File: src/hw/amcid_pkg.sv
// Constants for the match-count target and input diagnostic block
package amcid_pkg;

  // ==========================================================
  // Bus geometry
  localparam int unsigned ADDR_W = 10;
  localparam int unsigned DATA_W = 32;
  localparam int unsigned REG_W = 8;

  // ==========================================================
  // Register indices; byte address is four times the index
  localparam logic [7:0] IDX_DIAG = 8'h16;
  localparam logic [7:0] IDX_TARGET = 8'h18;
  localparam logic [7:0] IDX_CONFIG = 8'h19;
  localparam logic [7:0] IDX_IRQ_STATUS = 8'h1A;
  localparam logic [7:0] IDX_IRQ_CLEAR = 8'h1B;
  localparam logic [7:0] IDX_IRQ_ENABLE = 8'h1C;

  // ==========================================================
  // Diagnostic register fields
  localparam int unsigned DIAG_LOW_BIT = 0;
  localparam int unsigned DIAG_HIGH_BIT = 1;
  localparam int unsigned DIAG_INPUT_LSB = 2;
  localparam int unsigned DIAG_INPUT_MSB = 5;
  localparam int unsigned DIAG_SUPPLY_BIT = 6;
  localparam int unsigned DIAG_UNUSED_BIT = 7;
  localparam int unsigned FAULT_W = 5;
  localparam logic [1:0] DIAG_EN_RESET = 2'h0;

  // ==========================================================
  // Match counter configuration
  localparam logic [7:0] TARGET_RESET = 8'h00;
  localparam logic [7:0] TARGET_BYPASS = 8'h00;
  localparam int unsigned CONFIG_DEC_BIT = 0;
  localparam int unsigned CONFIG_COUNT_LSB = 8;
  localparam logic CONFIG_DEC_RESET = 1'b0;

  // ==========================================================
  // Interrupt status layout
  localparam int unsigned IRQ_W = 2;
  localparam int unsigned IRQ_MATCH_BIT = 0;
  localparam int unsigned IRQ_FAULT_BIT = 1;
  localparam logic [1:0] IRQ_RESET = 2'h0;

endpackage : amcid_pkg

File: src/hw/amcid_cnt_if.sv
// Link between the register logic and the match counter
`timescale 1ns/1ns
interface amcid_cnt_if;
  logic result_valid;
  logic result_true;
  logic dec_mode;
  logic [7:0] target;
  logic [7:0] count;
  logic hit;

  modport ctl (
    output result_valid, result_true, dec_mode, target,
    input count, hit
  );
  modport cnt (
    input result_valid, result_true, dec_mode, target,
    output count, hit
  );
endinterface : amcid_cnt_if

File: src/hw/amcid_top.sv
// Match-count target, input diagnostics and interrupts behind APB
//
// Summary of operation
// - Flag raised after target consecutive matches
// - Target zero: flag on first match
// - Target writes ignored while conversion runs
// - Diag bit 1 enables high-side source
// - Diag bit 0 enables low-side source
// - Diag bit 6 shows live supply fault
// - Diag bits 5:2 show live input faults
// - Flags meaningful only with one source enabled
// - Miss decrements or clears the counter
//
// Design decision made here: the APB slave port.
`timescale 1ns/1ns
module amcid_top (
  input wire logic pclk,                 // System clock, 25 MHz
  input wire logic presetn,              // Async reset, active low
  input wire logic psel,                 // APB select
  input wire logic penable,              // APB enable
  input wire logic pwrite,               // APB direction, 1 = write
  input wire logic [9:0] paddr,          // APB byte address
  input wire logic [31:0] pwdata,        // APB write data
  input wire logic [3:0] pstrb,          // APB byte strobes
  output logic [31:0] prdata,            // APB read data
  output logic pready,                   // APB ready
  output logic pslverr,                  // APB error, unmapped address
  input wire logic conv_running,         // ADC conversion in progress
  input wire logic result_valid,         // One pulse per finished conversion
  input wire logic result_true,          // Comparison outcome of that result
  input wire logic [4:0] fault_pins,     // Raw faults: supply, inputs 4..1
  output logic high_side_source_en,      // High-side diagnostic source on
  output logic low_side_source_en,       // Low-side diagnostic source on
  output logic compare_event_flag,       // Pulse on each comparator event
  output logic irq                       // Level interrupt
);

  // ==========================================================
  // Address decode
  logic [7:0] acc_idx;
  logic setup_phase;
  logic wr_access;
  logic hit_diag;
  logic hit_target;
  logic hit_config;
  logic hit_status;
  logic hit_clear;
  logic hit_enable;
  logic addr_known;
  logic lane0;

  assign acc_idx = paddr[9:2];
  assign setup_phase = psel && !penable;
  assign wr_access = psel && penable && pwrite;
  assign lane0 = pstrb[0];
  assign hit_diag = (acc_idx == amcid_pkg::IDX_DIAG);
  assign hit_target = (acc_idx == amcid_pkg::IDX_TARGET);
  assign hit_config = (acc_idx == amcid_pkg::IDX_CONFIG);
  assign hit_status = (acc_idx == amcid_pkg::IDX_IRQ_STATUS);
  assign hit_clear = (acc_idx == amcid_pkg::IDX_IRQ_CLEAR);
  assign hit_enable = (acc_idx == amcid_pkg::IDX_IRQ_ENABLE);
  assign addr_known = (paddr[1:0] == 2'h0) &&
                      (hit_diag || hit_target || hit_config ||
                       hit_status || hit_clear || hit_enable);

  // ==========================================================
  // Fault pin synchronisers
  logic [4:0] fault_meta;
  logic [4:0] fault_sync;
  logic [4:0] fault_prev;

  always_ff @(posedge pclk or negedge presetn) begin
    if (!presetn) begin
      fault_meta <= 5'h00;
      fault_sync <= 5'h00;
    end else begin
      fault_meta <= fault_pins;
      fault_sync <= fault_meta;
    end
  end

  // ==========================================================
  // Diagnostic source enables
  logic [1:0] next_src_en;

  always_comb begin
    next_src_en = {high_side_source_en, low_side_source_en};
    if (wr_access && hit_diag && lane0) begin
      next_src_en[amcid_pkg::DIAG_HIGH_BIT] = pwdata[amcid_pkg::DIAG_HIGH_BIT];
      next_src_en[amcid_pkg::DIAG_LOW_BIT] = pwdata[amcid_pkg::DIAG_LOW_BIT];
    end
  end

  always_ff @(posedge pclk or negedge presetn) begin
    if (!presetn) begin
      high_side_source_en <= amcid_pkg::DIAG_EN_RESET[amcid_pkg::DIAG_HIGH_BIT];
      low_side_source_en <= amcid_pkg::DIAG_EN_RESET[amcid_pkg::DIAG_LOW_BIT];
    end else begin
      high_side_source_en <= next_src_en[amcid_pkg::DIAG_HIGH_BIT];
      low_side_source_en <= next_src_en[amcid_pkg::DIAG_LOW_BIT];
    end
  end

  // Flags mean nothing with both sources off, so they read as zero then
  logic diag_active;
  logic [4:0] fault_live;

  assign diag_active = high_side_source_en || low_side_source_en;
  assign fault_live = diag_active ? fault_sync : 5'h00;

  always_ff @(posedge pclk or negedge presetn) begin
    if (!presetn) begin
      fault_prev <= 5'h00;
    end else begin
      fault_prev <= fault_live;
    end
  end

  // ==========================================================
  // Match counter configuration
  logic [7:0] target;
  logic dec_mode;

  always_ff @(posedge pclk or negedge presetn) begin
    if (!presetn) begin
      target <= amcid_pkg::TARGET_RESET;
    end else if (wr_access && hit_target && lane0 && !conv_running) begin
      target <= pwdata[7:0];
    end
  end

  always_ff @(posedge pclk or negedge presetn) begin
    if (!presetn) begin
      dec_mode <= amcid_pkg::CONFIG_DEC_RESET;
    end else if (wr_access && hit_config && lane0) begin
      dec_mode <= pwdata[amcid_pkg::CONFIG_DEC_BIT];
    end
  end

  amcid_cnt_if cnt_link ();

  assign cnt_link.result_valid = result_valid;
  assign cnt_link.result_true = result_true;
  assign cnt_link.dec_mode = dec_mode;
  assign cnt_link.target = target;

  amcid_match_counter u_counter (
    .pclk(pclk),
    .presetn(presetn),
    .bus(cnt_link.cnt)
  );

  assign compare_event_flag = cnt_link.hit;

  // ==========================================================
  // Interrupt status, enable and clear
  logic [1:0] irq_status;
  logic [1:0] irq_enable;
  logic [1:0] irq_events;
  logic [1:0] irq_clear;

  assign irq_events[amcid_pkg::IRQ_MATCH_BIT] = cnt_link.hit;
  assign irq_events[amcid_pkg::IRQ_FAULT_BIT] = |(fault_live & ~fault_prev);
  assign irq_clear = (wr_access && hit_clear && lane0) ? pwdata[1:0] : 2'h0;

  // A new event wins over a clear in the same cycle
  always_ff @(posedge pclk or negedge presetn) begin
    if (!presetn) begin
      irq_status <= amcid_pkg::IRQ_RESET;
    end else begin
      irq_status <= (irq_status & ~irq_clear) | irq_events;
    end
  end

  always_ff @(posedge pclk or negedge presetn) begin
    if (!presetn) begin
      irq_enable <= amcid_pkg::IRQ_RESET;
    end else if (wr_access && hit_enable && lane0) begin
      irq_enable <= pwdata[1:0];
    end
  end

  assign irq = |(irq_status & irq_enable);

  // ==========================================================
  // Read path, captured in the setup cycle so prdata comes from flops
  logic [7:0] diag_view;
  logic [7:0] rd_byte;
  logic [7:0] rd_count;
  logic bad_addr;

  always_comb begin
    diag_view = 8'h00;
    diag_view[amcid_pkg::DIAG_SUPPLY_BIT] = fault_live[4];
    diag_view[amcid_pkg::DIAG_INPUT_MSB:amcid_pkg::DIAG_INPUT_LSB] = fault_live[3:0];
    diag_view[amcid_pkg::DIAG_HIGH_BIT] = high_side_source_en;
    diag_view[amcid_pkg::DIAG_LOW_BIT] = low_side_source_en;
  end

  always_comb begin
    rd_byte = 8'h00;
    rd_count = 8'h00;
    if (hit_diag) begin
      rd_byte = diag_view;
    end else if (hit_target) begin
      rd_byte = target;
    end else if (hit_config) begin
      rd_byte = {7'h00, dec_mode};
      rd_count = cnt_link.count;
    end else if (hit_status) begin
      rd_byte = {6'h00, irq_status};
    end else if (hit_enable) begin
      rd_byte = {6'h00, irq_enable};
    end
  end

  always_ff @(posedge pclk or negedge presetn) begin
    if (!presetn) begin
      prdata <= 32'h00000000;
      bad_addr <= 1'b0;
    end else if (setup_phase) begin
      prdata <= {16'h0000, rd_count, rd_byte};
      bad_addr <= !addr_known;
    end
  end

  // Zero wait states; unmapped addresses end with an error
  assign pready = 1'b1;
  assign pslverr = psel && penable && bad_addr;
endmodule : amcid_top

File: src/hw/amcid_match_counter.sv
// Consecutive-match counter behind the comparator event flag
`timescale 1ns/1ns
module amcid_match_counter (
  input wire logic pclk,       // System clock
  input wire logic presetn,    // Async reset, active low
  amcid_cnt_if.cnt bus         // Results in, count and hit out
);

  logic [7:0] next_count;
  logic next_hit;

  // ==========================================================
  // Counting
  always_comb begin
    next_count = bus.count;
    next_hit = 1'b0;
    if (bus.result_valid) begin
      if (bus.result_true) begin
        if (bus.target == amcid_pkg::TARGET_BYPASS) begin
          next_hit = 1'b1;
          next_count = 8'h00;
        end else if (bus.count >= bus.target - 8'h01) begin
          next_hit = 1'b1;
          next_count = 8'h00;
        end else begin
          next_count = bus.count + 8'h01;
        end
      end else if (bus.dec_mode) begin
        if (bus.count != 8'h00) begin
          next_count = bus.count - 8'h01;
        end
      end else begin
        next_count = 8'h00;
      end
    end
  end

  always_ff @(posedge pclk or negedge presetn) begin
    if (!presetn) begin
      bus.count <= 8'h00;
      bus.hit <= 1'b0;
    end else begin
      bus.count <= next_count;
      bus.hit <= next_hit;
    end
  end

endmodule : amcid_match_counter

File: config.mk
export PLATFORM = sky130hd
export DESIGN_NAME = amcid_top
export DESIGN_NICKNAME = d
export VERILOG_FILES = /design/src/hw/amcid_pkg.sv /design/src/hw/amcid_cnt_if.sv /design/src/hw/amcid_top.sv /design/src/hw/amcid_match_counter.sv
export SDC_FILE = /design/constraint.sdc
export NUM_CORES = 1
export LEC_CHECK = 0
export ABC_AREA = 1
export BUFFER_PORTS_ARGS = -buffer_cell sky130_fd_sc_hd__buf_2
export CAP_MARGIN = 5
export CORE_UTILIZATION = 38
export DETAILED_ROUTE_END_ITERATION = 8
export RECOVER_POWER = 100
export SYNTH_ARGS = -nofsm -noshare
export SYNTH_HDL_FRONTEND = slang
export SYNTH_HIERARCHICAL = 1
export SYNTH_SLANG_ARGS = --single-unit
File: constraint.sdc
create_clock -name pclk -period 2.75 [get_ports pclk]
set_clock_uncertainty 0.05 [all_clocks]
set_input_delay 0.1375 -clock pclk [delete_from_list [all_inputs] [get_ports pclk]]
set_output_delay 0.1375 -clock pclk [all_outputs]
set_load 0.01 [all_outputs]
==> results.json <==
{
  "post-route-period-util_pct": 89.1,
  "final_max_slew_viol_count": 0,
  "wl_per_cell_um": 12.4,
  "synth_top_family_by_area": "simple AND/OR/NAND/NOR gates",
  "crit_path_max_fanout": 9,
  "yosysSeqAreaShare_pct": 41.0,
  "cts_tree": "built",
  "antenna_found_initial": 0,
  "routabilityCongestion": 0.866,
  "cp.required_ps": 2940,
  "rsz0062_at_grt": "no",
  "placed_cells": 584,
  "grt_pass1_vias": 2704,
  "stdcell_count": 601,
  "start_util_pct": 39.2,
  "synth_edf_count": 0,
  "worst_pin_slew_ps": 1130,
  "drc": 0,
  "clockBufferDepth": 2,
  "hold_class": "input pin to register",
  "synth-simple-area-share_pct": 28.2,
  "hold_viol": 0,
  "min_period_ps": 2450,
  "overflow": 0,
  "drive_gt1_share_pct": 13.0,
  "vias_per_cell": 4.75,
  "clk_latency_ps": 310,
  "die-area_um2": 9390,
  "tns_ps": 0,
  "cts.sinks": 56,
  "drtIter0Drc": 182,
  "peakVddDrop_mv": 0.207,
  "cts_buffers": 5,
  "leakage_nw": 1.98,
  "finish.utilization_pct": 43.3,
  "cts_setup_buffers": 0,
  "report.power.total_w": 0.00169,
  "firstDrtPassIters": 4,
  "synth_ff_type": "dfrtp_1",
  "synth.avg_cell_area_um2": 7.94,
  "grt_max_degree": 46,
  "portBuffers": 52,
  "ios": 97,
  "synth-xor-area-share_pct": 2.82,
  "h-tree-depth": 2,
  "die_width_um": 96.9,
  "synth_warnings": 6,
  "root_buffer": "clkbuf_8",
  "ys_seq_elements": 56,
  "fillCellCount": 884,
  "netlist_top_cells_area": "dfrtp_1 41%, nand2_1 9.8%, inv_1 6.8%",
  "powerDensity_nw_per_um2": 446,
  "core_area_um2": 8720,
  "cp.arrival_ps": 2640,
  "cap_violations": 0,
  "setup_viol": 0,
  "multiInputGateArea_um2": 1540,
  "routed-via-count": 2857,
  "muxShareOfSynthArea_pct": 0,
  "grt_first_pass_wirelength_um": 12600,
  "cp-end-kind": "register",
  "regArea_um2": 1400,
  "crit_type": "register to register",
  "nets": 564,
  "syn_inst": 431,
  "synthesis.area_um2": 3420,
  "syn_to_final_growth_pct": 10.4,
  "cts.clk_slew.worst_paths_ps": 110,
  "die_h_um": 96.9,
  "dp_hpwl_um": 5450,
  "core.rowCount": 34,
  "synth.largest_area_cell": "dfrtp_1",
  "cp-start-kind": "register",
  "drtAntennaViolNets": 0,
  "synth_top_area_share_pct": 41.0,
  "synth-adder-area-share_pct": 4.75,
  "wl_um": 7430,
  "synth_cell_types": 36,
  "fmax_ghz": 0.408,
  "max_slew_margin_pct": 24.9,
  "synth_compound_area_share_pct": 9.55,
  "diodes": 0,
  "async_reset_ff_share_pct": 100,
  "status": "complete, no violations",
  "grtUsageTotal_pct": 16.3
}
==> per-stage QoR <==
step / hold WS [ps] / setup WS, ps / cell area (um^2)
2_1_floorplan: -208 / 596 / 3480
3_3_place_gp: 196 / 295 / 3690
3_5_place_dp: 197 / 228 / 3690
4_1_cts: 1.88 / 196 / 3880
5_1_grt: 1.48 / 62.1 / 3770
6_report: 12.0 / 299 / 3770
==> repair_timing <==
item,CTS,global route
endpoints found under the setup margin,0,6
resized for setup,0,1
hold buffers,9,0
endpoints found under the hold margin,52,0
==> placed cells by master (no fill, tap or decap), types with 2 or more instances in the layout <==
master         instances
ha_1                  13
conb_1                17
a21oi_1               16
nand2_1               90
nand4_1               12
o21ai_0               23
buf_2                 30
nor2_4                 6
nor3_1                 4
clkbuf_1              22
o21ai_1                7
nor2_1                48
dfrtp_1               56
dlygate4sd3_1          9
xor2_1                 6
nand3_1               27
clkbuf_8               5
xnor2_1                5
o21a_1                 2
inv_1                 65
nand2_2                7
inv_2                  7
==> routing by layer <==
metal	track usage, %	vias to the layer above	share of wire (%)
li1	-	1439	-
met1	22.7	1317	47
met2	26.3	97	46
met3	2.53	4	6.4
met4	4.48	0	0.40
met5	0	-	0
==> cells in the mapped netlist (8+ instances only) <==
| master | n |
|---|---|
| o21ai_1 | 18 |
| buf_4 | 18 |
| nand4_1 | 12 |
| nand2_1 | 89 |
| nand2_2 | 8 |
| a21oi_1 | 16 |
| inv_1 | 62 |
| o21ai_2 | 9 |
| inv_2 | 10 |
| dfrtp_1 | 56 |
| nand3_1 | 24 |
| nor2_1 | 45 |
| ha_1 | 13 |
==> cell families after synthesis <==
kind of cell / Yosys count
AO/OA/AOI/OAI: 55
XOR/XNOR: 11
adder cells (fa/ha/maj): 13
buffers and inverters: 96
flip-flops: 56
other: 2
AND/OR/NAND/NOR: 198
==> sequential cells by signal (all words and copies together) (netlist names) <==
name and cells:
cnt_link.target 8, irq_enable 2, u_counter/bus.count 8, fault_meta 5, cnt_link.dec_mode 1, fault_prev 5, high_side_source_en 1, low_side_source_en 1
prdata 16, bad_addr 1, fault_sync 5, u_counter/bus.hit 1, irq_status 2
==> path summary, 6_finish.rpt <==
check                              startpoint                     end  slack (ps)  depth (start not counted)
min                                 pwdata[6]      cnt_link.target[6]          10                          3
min in group asynchronous             presetn           fault_meta[3]         510                          2
max reg2reg                cnt_link.target[0]  u_counter/bus.count[0]         300                         16
min reg2reg                     fault_meta[3]           fault_sync[3]         310                          0
max in group asynchronous             presetn              prdata[14]         990                          3
max                        cnt_link.target[0]  u_counter/bus.count[0]         300                         16
==> power by group <==
part	internal (W)	switching [W]	total, W
Combinational	0.000110	0.000182	0.000291
Clock	0.000188	0.000290	0.000477
Sequential	0.000853	0.0000639	0.000917
Total	0.00115	0.000535	0.00169
==> critical path, cell delays in order, from the launching register on <==
cell     delay [ps]
dfrtp_1         410
inv_1           140
ha_1            210
nand2_1         100
nor3_1          220
xor2_1          160
inv_1            50
ha_1            270
nand2_1          80
inv_1            40
nand2_1          50
nand2_1          70
nor2_4          230
nand3_1         110
nand2_1          70
nand2_1          40
o21ai_0          60
==> layout make-up <==
type,count,share of cell area (%)
clock inverter,3,0.729
timing repair buffer,62,8.68
tap,108,3.58
sequential,56,37.1
inverter,73,7.33
clock buffer,5,1.82
multi-input combinational,294,40.7
No activity file was read; power rests on OpenSTA's default activity.
